## src/gpio_led_consts.svh

```systemverilog
`ifndef GPIO_LED_CONSTS_SVH
`define GPIO_LED_CONSTS_SVH

// ----------------------------------------
// Register map
// ----------------------------------------
`define PIN_CFG_OFFSET     8'h88
`define PIN_CFG_WMASK      32'h7777071F
`define PIN_CFG_RESET      32'h00000000

// ----------------------------------------
// Field positions
// ----------------------------------------
`define F_PIN_VALUE_LO     0
`define F_EXTRA_OUT_LO     3
`define F_DIR_LO           8
`define F_DRV_LO           16
`define F_ROM_FN_LO        20
`define F_IRQ_LEVEL_LO     24
`define F_LED_SEL_LO       28

// ----------------------------------------
// Timing
// ----------------------------------------
`define CLK_PERIOD_NS      100
`define IRQ_MIN_ACTIVE_NS  40
// Longer than 40 ns: cycles strictly above the figure, at least one
`define IRQ_FILTER_CYCLES  ((`IRQ_MIN_ACTIVE_NS / `CLK_PERIOD_NS) + 1)

`endif

```

## src/gpio_led_pkg.sv

```systemverilog
package gpio_led_pkg;

  // Pin function choices for the two shared serial-memory pins
  typedef enum logic [2:0] {
    ROM_FN_ROM      = 3'h0,
    ROM_FN_EXTRA    = 3'h1,
    ROM_FN_RSVD2    = 3'h2,
    ROM_FN_EX3_RXDV = 3'h3,
    ROM_FN_RSVD4    = 3'h4,
    ROM_FN_TXEN_EX4 = 3'h5,
    ROM_FN_TXEN_RX  = 3'h6,
    ROM_FN_CLOCKS   = 3'h7
  } rom_fn_t;

  // Per-pin driver pair
  typedef struct packed {
    logic [2:0] out;
    logic [2:0] oe;
  } pin_drive_t;

  // Debug signals that may be routed to shared pins
  typedef struct packed {
    logic tx_en;
    logic rx_dv;
    logic tx_clk;
    logic rx_clk;
  } mii_dbg_t;

endpackage

```

## src/gpio_led_pin_config.sv

```systemverilog
`include "gpio_led_consts.svh"
`timescale 1ns/1ps
`default_nettype none

module gpio_led_pin_config #(
  parameter int NPINS = 3
) (
  input  wire logic                  clk_i,
  input  wire logic                  rst_i,
  // Wishbone classic slave
  input  wire logic                  cyc_i,
  input  wire logic                  stb_i,
  input  wire logic                  we_i,
  input  wire logic [7:0]            adr_i,
  input  wire logic [3:0]            sel_i,
  input  wire logic [31:0]           dat_i,
  output logic      [31:0]           dat_o,
  output logic                       ack_o,
  output logic                       err_o,
  // General pins, three-signal form
  input  wire logic [NPINS-1:0]      pin_i,
  output logic      [NPINS-1:0]      pin_o,
  output logic      [NPINS-1:0]      pin_oe_o,
  // LED drive from the link status logic
  input  wire logic [NPINS-1:0]      led_src_i,
  // Interrupt enables and status
  input  wire logic [NPINS-1:0]      pin_irq_enable_i,
  output logic      [NPINS-1:0]      pin_irq_status_o,
  output logic                       pin_irq_o,
  // Serial memory engine side
  input  wire logic                  rom_clk_src_i,
  input  wire logic                  rom_dat_src_i,
  input  wire logic                  rom_dat_oe_src_i,
  output logic                       rom_dat_in_o,
  input  wire gpio_led_pkg::mii_dbg_t mii_dbg_i,
  // Shared pins
  input  wire logic                  rom_data_pin_i,
  output logic                       rom_data_pin_o,
  output logic                       rom_data_pin_oe_o,
  output logic                       rom_clock_pin_o,
  output logic                       rom_clock_pin_oe_o
);

  // ----------------------------------------
  // Configuration register
  // ----------------------------------------
  logic [31:0]            cfg_reg;
  logic [31:0]            cfg_next;
  logic                   ack_reg;
  logic                   ack_next;
  logic                   err_reg;
  logic                   err_next;
  logic [31:0]            rdat_reg;
  logic [31:0]            rdat_next;
  logic [NPINS-1:0]       samp_reg;
  logic [31:0]            bmask;
  logic                   req;
  logic                   hit;

  assign req = cyc_i && stb_i && !ack_reg && !err_reg;
  assign hit = (adr_i == `PIN_CFG_OFFSET);

  // Byte lanes expanded to bit mask
  always_comb
  begin
    bmask = {{8{sel_i[3]}}, {8{sel_i[2]}}, {8{sel_i[1]}}, {8{sel_i[0]}}};
  end

  // Bus decode; answer one cycle after the request
  // The answer is registered, so a request is taken only while no
  // answer stands; this keeps a held strobe from writing twice.
  // Unmapped addresses get err instead of ack, so software
  // sees a refused access rather than silent zero data.
  always_comb
  begin
    cfg_next  = cfg_reg;
    ack_next  = 1'b0;
    err_next  = 1'b0;
    rdat_next = rdat_reg;
    if (req)
    begin
      if (hit)
      begin
        ack_next = 1'b1;
        if (we_i)
        begin
          cfg_next = (cfg_reg & ~(bmask & `PIN_CFG_WMASK))
                   | (dat_i & bmask & `PIN_CFG_WMASK);
        end
        else
        begin
          rdat_next = {cfg_reg[31:NPINS], samp_reg};
        end
      end
      else
      begin
        err_next  = 1'b1;
        rdat_next = 32'h00000000;
      end
    end
  end

  always_ff @(posedge clk_i)
  begin
    if (rst_i)
    begin
      cfg_reg  <= `PIN_CFG_RESET;
      ack_reg  <= 1'b0;
      err_reg  <= 1'b0;
      rdat_reg <= 32'h00000000;
      samp_reg <= '0;
    end
    else
    begin
      cfg_reg  <= cfg_next;
      ack_reg  <= ack_next;
      err_reg  <= err_next;
      rdat_reg <= rdat_next;
      samp_reg <= pin_i;
    end
  end

  assign ack_o = ack_reg;
  assign err_o = err_reg;
  assign dat_o = rdat_reg;

  // ----------------------------------------
  // Field views
  // ----------------------------------------
  // Named slices of the one register; all fields reset to zero,
  // which leaves every pin an input and the rom pins in rom use.
  // General pins come up undriven, so they do not fight the board at power-up; the rom clock pin is always driven.
  logic [NPINS-1:0]    led_select_bits;
  logic [NPINS-1:0]    pin_irq_level_sel;
  logic [NPINS-1:0]    pin_driver_type;
  logic [NPINS-1:0]    pin_direction;
  logic [NPINS-1:0]    pin_value;
  logic [1:0]          extra_output_value;
  gpio_led_pkg::rom_fn_t rom_pin_function_sel;

  assign led_select_bits    = cfg_reg[`F_LED_SEL_LO +: NPINS];
  assign pin_irq_level_sel  = cfg_reg[`F_IRQ_LEVEL_LO +: NPINS];
  assign pin_driver_type    = cfg_reg[`F_DRV_LO +: NPINS];
  assign pin_direction      = cfg_reg[`F_DIR_LO +: NPINS];
  assign pin_value          = cfg_reg[`F_PIN_VALUE_LO +: NPINS];
  assign extra_output_value = cfg_reg[`F_EXTRA_OUT_LO +: 2];
  assign rom_pin_function_sel = gpio_led_pkg::rom_fn_t'(cfg_reg[`F_ROM_FN_LO +: 3]);

  // ----------------------------------------
  // Pin drivers and interrupt detection
  // ----------------------------------------
  gpio_led_pkg::pin_drive_t drv_next;
  gpio_led_pkg::pin_drive_t drv_reg;
  logic [NPINS-1:0]         act_level;
  logic [NPINS-1:0]         act_held;
  logic [NPINS-1:0]         irq_sts_reg;
  logic [NPINS-1:0]         irq_sts_next;

  genvar g;
  generate
    for (g = 0; g < NPINS; g++)
    begin : g_pin
      // Drive choice per pin
      always_comb
      begin
        drv_next.out[g] = 1'b0;
        drv_next.oe[g]  = 1'b0;
        if (led_select_bits[g])
        begin
          drv_next.out[g] = led_src_i[g];
          drv_next.oe[g]  = 1'b1;
        end
        else if (pin_direction[g])
        begin
          drv_next.out[g] = pin_value[g];
          drv_next.oe[g]  = pin_driver_type[g] | ~pin_value[g];
        end
      end

      assign act_level[g] = ~(samp_reg[g] ^ pin_irq_level_sel[g]) & ~led_select_bits[g];

      // short pulses filtered
      // The filter sees the synchronised level, so one clock of
      // activity never counts; two samples are needed. At the
      // 100 ns clock this is always longer than the minimum width.
      level_filter #(
        .CYCLES (`IRQ_FILTER_CYCLES)
      ) u_filt (
        .clk_i   (clk_i),
        .rst_i   (rst_i),
        .level_i (act_level[g]),
        .level_o (act_held[g])
      );
    end
  endgenerate

  // Level-sensitive status follows the held level
  // No sticky bit here: clearing belongs to the outside status
  // register, which latches this level under its own rules.
  always_comb
  begin
    irq_sts_next = act_held;
  end

  always_ff @(posedge clk_i)
  begin
    if (rst_i)
    begin
      drv_reg     <= '0;
      irq_sts_reg <= '0;
    end
    else
    begin
      drv_reg     <= drv_next;
      irq_sts_reg <= irq_sts_next;
    end
  end

  assign pin_o            = drv_reg.out;
  assign pin_oe_o         = drv_reg.oe;
  assign pin_irq_status_o = irq_sts_reg;
  assign pin_irq_o        = |(irq_sts_reg & pin_irq_enable_i);

  // ----------------------------------------
  // Shared serial-memory pins
  // ----------------------------------------
  logic dpin_out;
  logic dpin_oe;
  logic cpin_out;
  logic cpin_oe;

  // Mux is combinational; reserved codes fall back to rom use
  // Combinational so the debug clocks pass without a cycle of lag.
  // Switching codes mid rom cycle can glitch both pins; the host
  // must keep the selection steady while the rom engine is busy.
  // The clock pin is always driven; only the data pin turns around.
  always_comb
  begin
    dpin_out = rom_dat_src_i;
    dpin_oe  = rom_dat_oe_src_i;
    cpin_out = rom_clk_src_i;
    cpin_oe  = 1'b1;
    case (rom_pin_function_sel)
      gpio_led_pkg::ROM_FN_ROM:
      begin
        dpin_out = rom_dat_src_i;
      end
      gpio_led_pkg::ROM_FN_EXTRA:
      begin
        dpin_out = extra_output_value[0];
        dpin_oe  = 1'b1;
        cpin_out = extra_output_value[1];
      end
      gpio_led_pkg::ROM_FN_EX3_RXDV:
      begin
        dpin_out = extra_output_value[0];
        dpin_oe  = 1'b1;
        cpin_out = mii_dbg_i.rx_dv;
      end
      gpio_led_pkg::ROM_FN_TXEN_EX4:
      begin
        dpin_out = mii_dbg_i.tx_en;
        dpin_oe  = 1'b1;
        cpin_out = extra_output_value[1];
      end
      gpio_led_pkg::ROM_FN_TXEN_RX:
      begin
        dpin_out = mii_dbg_i.tx_en;
        dpin_oe  = 1'b1;
        cpin_out = mii_dbg_i.rx_dv;
      end
      gpio_led_pkg::ROM_FN_CLOCKS:
      begin
        dpin_out = mii_dbg_i.tx_clk;
        dpin_oe  = 1'b1;
        cpin_out = mii_dbg_i.rx_clk;
      end
      default:
      begin
        dpin_out = rom_dat_src_i;
      end
    endcase
  end

  assign rom_data_pin_o     = dpin_out;
  assign rom_data_pin_oe_o  = dpin_oe;
  assign rom_clock_pin_o    = cpin_out;
  assign rom_clock_pin_oe_o = cpin_oe;
  assign rom_dat_in_o       = rom_data_pin_i;

endmodule

`default_nettype wire

```

## src/level_filter.sv

```systemverilog
`timescale 1ns/1ps
`default_nettype none

// Passes a level only after it has held for CYCLES+1 clocks
module level_filter #(
  parameter int CYCLES = 1
) (
  input  wire logic clk_i,
  input  wire logic rst_i,
  input  wire logic level_i,
  output logic      level_o
);

  logic [7:0] cnt_reg;
  logic [7:0] cnt_next;
  logic       out_reg;
  logic       out_next;

  // ----------------------------------------
  // Hold counter
  // ----------------------------------------
  always_comb
  begin
    cnt_next = cnt_reg;
    out_next = 1'b0;
    if (!level_i)
    begin
      cnt_next = 8'h00;
    end
    else if (cnt_reg < 8'(CYCLES))
    begin
      cnt_next = cnt_reg + 8'h01;
    end
    else
    begin
      out_next = 1'b1;
    end
  end

  always_ff @(posedge clk_i)
  begin
    if (rst_i)
    begin
      cnt_reg <= 8'h00;
      out_reg <= 1'b0;
    end
    else
    begin
      cnt_reg <= cnt_next;
      out_reg <= out_next;
    end
  end

  assign level_o = out_reg;

endmodule

`default_nettype wire

```

## config.mk

```make
export PLATFORM = sky130hd
export DESIGN_NAME = gpio_led_pin_config
export DESIGN_NICKNAME = d
export VERILOG_FILES = /design/src/gpio_led_pkg.sv /design/src/gpio_led_pin_config.sv /design/src/level_filter.sv
export VERILOG_INCLUDE_DIRS = /design/src
export SDC_FILE = /design/constraint.sdc
export NUM_CORES = 1
export LEC_CHECK = 0
export ABC_CLOCK_PERIOD_IN_PS = 4430
export BUFFER_PORTS_ARGS = -buffer_cell sky130_fd_sc_hd__buf_2
export CORE_ASPECT_RATIO = 1.75
export CORE_MARGIN = 3
export CORE_UTILIZATION = 26
export CTS_CLUSTER_DIAMETER = 150
export DETAILED_ROUTE_END_ITERATION = 8
export GPL_ROUTABILITY_DRIVEN = 0
export SYNTH_ARGS = -nofsm -noshare
export SYNTH_HDL_FRONTEND = slang
export SYNTH_SLANG_ARGS = --single-unit
export TNS_END_PERCENT = 10
```

## constraint.sdc

```tcl
create_clock -name clk_i -period 4.43 [get_ports clk_i]
set_clock_uncertainty 0.15 [all_clocks]
set_input_delay 0.886 -clock clk_i [delete_from_list [all_inputs] [get_ports clk_i]]
set_output_delay 0.886 -clock clk_i [all_outputs]
set_load 0.01 [all_outputs]
```

After elaboration in Yosys (flattened, before gate mapping)
Index checks and enable logic that the tools add are counted.

storage, ports and cells
  flip-flop bits (word level) = 105
  bits of input ports = 66
  output and inout bits = 49
  word-level logic and storage cells = 93

operators by class
  $add $sub $neg = 3
  $lt $le $gt $ge = 3
  equal/unequal tests = 7
  multiplexer cells = 22
  bitwise gates (word level) = 27
  reductions and logical operators = 17

operator list
  cell                   count
  $mux W32               2
  $and A32 B32 Y32       1
  $not A31 Y32           1
  $or A32 B31 Y32        1
  $and A31 B31 Y31       1
  $add A8 B1 Y8 const B  3
  $lt A8 B1 Y1 const B   3
  $mux W1                18
  $reduce_or A2 Y1       8
  $not A1 Y1             13
  $eq A3 B3 Y1 const B   3
  $eq A8 B8 Y1 const B   1
  $pmux W1 S3            2
  $reduce_or A5 Y1       1
  $and A1 B1 Y1          3
  $and A3 B3 Y3          1
  $eq A3 B1 Y1 const B   1
  $eq A3 B2 Y1 const B   1
  $logic_and A1 B1 Y1    3
  $or A1 B1 Y1           3
  $reduce_and A3 Y1      1
  $reduce_or A3 Y1       1
  $xor A1 B1 Y1          3
  $logic_not A1 Y1       2
  other kinds (2)        2

Depth between registers and ports, before layout
  depth after elaboration = 5
  depth in mapped cells = 6
  mapped depth without buffers = 6

Hierarchy
A second synthesis with hierarchy kept.

second synthesis, totals
  cell total of the unflattened synthesis = 305
  area total of the unflattened synthesis = 3,218.1 µm²

by module, submodules not included
  module               times used  cells each  area an instance (µm²)  sequential area each (µm²)
  gpio_led_pin_config  1           209         2,167.1                 1,081.0
  level_filter         3           32          350.3                   180.2

Worst setup path after synthesis
No wires, ideal clock.

  path kind = input to register
  start point = in adr_i[5]
  end point = reg (tool-made name)
  setup time = 0.128 ns
  arrival = 2.313 ns
  required time = 4.152 ns
  slack = 1.839 ns
  cell stages on the path = 5
  path buffers = 1
  cells stage by stage = or4b_4 > buf_6 > nor4_4 > mux2i_1 > nor2_1

RTL lines
  element      RTL line                   RTL
  from (decl)  gpio_led_pin_config.sv:14  input wire logic [7:0] adr_i,

==> results.md <==
- Largest family of logic cells by synthesized area: simple AND/OR/NAND/NOR gates
- DRT Pass-1 Iters: 4
- Startpoint types: input port
- Flops & latches, synth: 81
- Cts bufs inserted: 9
- Sw Ratio: 25.3%
- Combinational share of power: 13.4%
- VDD IR max: 0.207 mV
- Total vias in the final route: 2294
- Vias in the first global route: 2222
- Final #Nets: 452
- # Post-CTS Setup Buffers: 0
- Post-route setup TNS: 0 ns
- Post-synth top area share: 52.0%
- TritonCTS clock tree: built
- Chip Width: 88.8 um
- Drt drc: 0
- Antenna violations before repair: 0
- CTS max path bufs: 2
- Switch Pwr: 449 uW
- Die Area: 0.0134 mm^2
- Multiplexer area fraction after synthesis: 8.35%
- Syn-to-layout area delta: 25.6%
- Dpl hpwl: 5.38 mm
- Routed wire per std cell: 13.7 um
- Crit-path leading delay family: simple AND/OR/NAND/NOR gates
- Post-synth EDFFs: 0
- CTS H-Tree Depth: 3
- Internal power: 1.33 mW
- Critical path arrival: 2.78 ns
- Final Critical Period: 2.73 ns
- Worst-Margin Slew: 0.723 ns
- Final hold vios: 0
- Max-Cap Viols: 0
- Xor/xnor share of the synthesized area: 1.69%
- Clock slew at reported path FFs: 0.06 ns
- Antenna viol nets, final: 0
- Synth Area in Compound Gates: 9.11%
- Count of final setup violators: 0
- Area share of fa/ha/maj cells after synthesis: 2.41%
- Mapped Cells: 297
- Static Leakage: 1.73 nW
- Critical-path cell list: buf_2 -> or4b_1 -> nor4_4 -> mux2i_1 -> nor2_1
- Violation count after the first detailed-route iteration: 72
- Storage cell area: 0.00162 mm^2
- Fin Hold WS: 0.285 ns
- Clk pwr share: 41.8%
- Sequential area share after synthesis: 52.0%
- IO Port Bufs: 87
- Min-Delay Path Class: flip-flop to flip-flop
- Outcome: complete, no violations
- Crit-path max FO: 8
- Fraction of registers with async set/reset: 0%
- Synth unique cells: 34
- Pwr Density: 454 mW/mm^2
- Total power: 1.78 mW
- Cell type with the largest total area after synthesis: dfxtp_1
- CTS sink count: 81
- Clk_lat worst skew: 0.33 ns
- Clock Tree Root: clkbuf_16
- Worst EP required: 4.49 ns
- Fmax: 367 MHz
- Mapped cell area: 0.00312 mm^2
- Top post-synthesis cells by area: dfxtp_1 52%, mux2i_1 8.4%, a22o_1 5.6%
- DR vias/cell: 4.41
- CTS Hold Bufs: 0
- Antenna cells: 0
- Synth warn: 0
- Slowest CP cell: or4b_1
- GRT Total Usage: 11.2%
- Crit path buf inv count: 1
- Largest net degree at the start of global routing: 40
- Avg Cell Area, Syn: 10.5 um^2
- # resized after CTS: 0
- RSZ-0062 raised after global routing: false
- Slew Limit Fails: 0
- Multi-input combinational cell area: 0.00134 mm^2
- IO Pins: 115
- Post-route clock period utilization: 61.6%
- First-pass GRT wire length: 11.2 mm
- Worst slew margin: 51.4%
- Fillers: 1204
- Layout cells sized above 1: 30.6%
- Primary FF master, synth: dfxtp_1
- GRT overflow: 0
- Die span in y: 151 um
- Simple-gate share of the synthesized area: 19.5%
- Crit. End Element: flip-flop
- Fin area: 0.00391 mm^2
- Final wirelength: 7.15 mm
- Sequential power share: 44.7%
- Area post-placement: 0.00361 mm^2
- Core Area: 0.0116 mm^2
- Initial Util: 26.8%
- Slowest stage delay, CP: 0.78 ns
- CP Class: input port to flip-flop
- # rows: 52
[worst register-to-register path, delay by kind of cell (launching register included)]
family / cells / cell delay [ns]
flops: 1 / 0.30
simple gates: 3 / 1.42
mux: 1 / 0.26
[area by class of cell]
class | instances | area share, %
clock buffer | 9 | 5.75
clock inverter | 7 | 1.95
inverter | 9 | 0.863
multi-input combinational | 190 | 34.2
sequential | 81 | 41.4
tap | 135 | 4.32
timing repair buffer | 89 | 11.5
[final timing paths]
kind	slack [ns]	depth (start not counted)	start	end
worst min register to register	0.28	1	g_pin[2].u_filt.level_o	pin_irq_status_o[2]
worst min-delay path	0.28	1	g_pin[2].u_filt.level_o	pin_irq_status_o[2]
worst max-delay path	1.70	5	adr_i[1]	flip-flop
worst max register to register	2.18	4	err_o	flip-flop
[power groups by stage]
stage	Sequential [mW]	Clock, mW	Combinational, mW
2_1_floorplan	0.808	0	0.189
3_3_place_gp	0.808	0	0.237
3_5_place_dp	0.811	0	0.245
4_1_cts	0.795	0.770	0.245
5_1_grt	0.800	0.805	0.277
6_report	0.795	0.743	0.239
[per-layer routing]
| layer | up-vias | part of all wire, % | global-route usage (%) |
|---|---|---|---|
| met5 | - | 0 | 0 |
| met4 | 0 | 1.6 | 3.93 |
| met3 | 8 | 6.6 | 4.68 |
| met2 | 72 | 52 | 19.3 |
| met1 | 1057 | 40 | 12.2 |
| li1 | 1157 | - | - |
[kinds of logic (layout without fill, tap and decap cells)]
group,after synthesis,count (layout)
mux,26,26
fa+ha+maj,6,6
buf+inv,37,114
simple gates,101,101
other cells,2,13
compound gates,38,38
flops,81,81
xor+xnor,6,6
[cell usage in the layout (no fill, tap or decap), types with 5 or more instances in the layout]
master,netlist,final
buf_2,1,87
dfxtp_1,81,81
nor2_1,43,43
mux2i_1,26,26
a22o_1,20,20
and2_1,15,15
conb_1,2,13
a21oi_1,12,12
inv_1,9,9
nand2_1,9,9
clkbuf_16,0,9
nor3_1,6,6
nor2b_1,6,6
ha_1,6,6
nor4_4,4,5
[synthesized netlist by cell type, types with 3 or more instances]
master and count:
xor2_1 3, a21oi_1 12, or4b_2 3, nor2b_1 6, a22o_1 20, nor2_1 43
nor4_2 4, clkbuf_1 10, xnor2_1 3, nand2b_1 3, inv_1 9, nor3_1 6
dfxtp_1 81, and2_1 15, or3_1 3, mux2i_1 26, ha_1 6, buf_4 16
nand2_1 9, nor4_4 4
[stage by stage]
step	utilization, %	instances	worst slack [ns]
after floorplan	-	308	1.84
after global placement	31.0	504	1.32
after detailed placement	31.0	504	1.32
after CTS	33.6	520	1.67
after global routing	33.6	520	1.61
final	33.6	520	1.70
(Power assumes the default switching activity.)
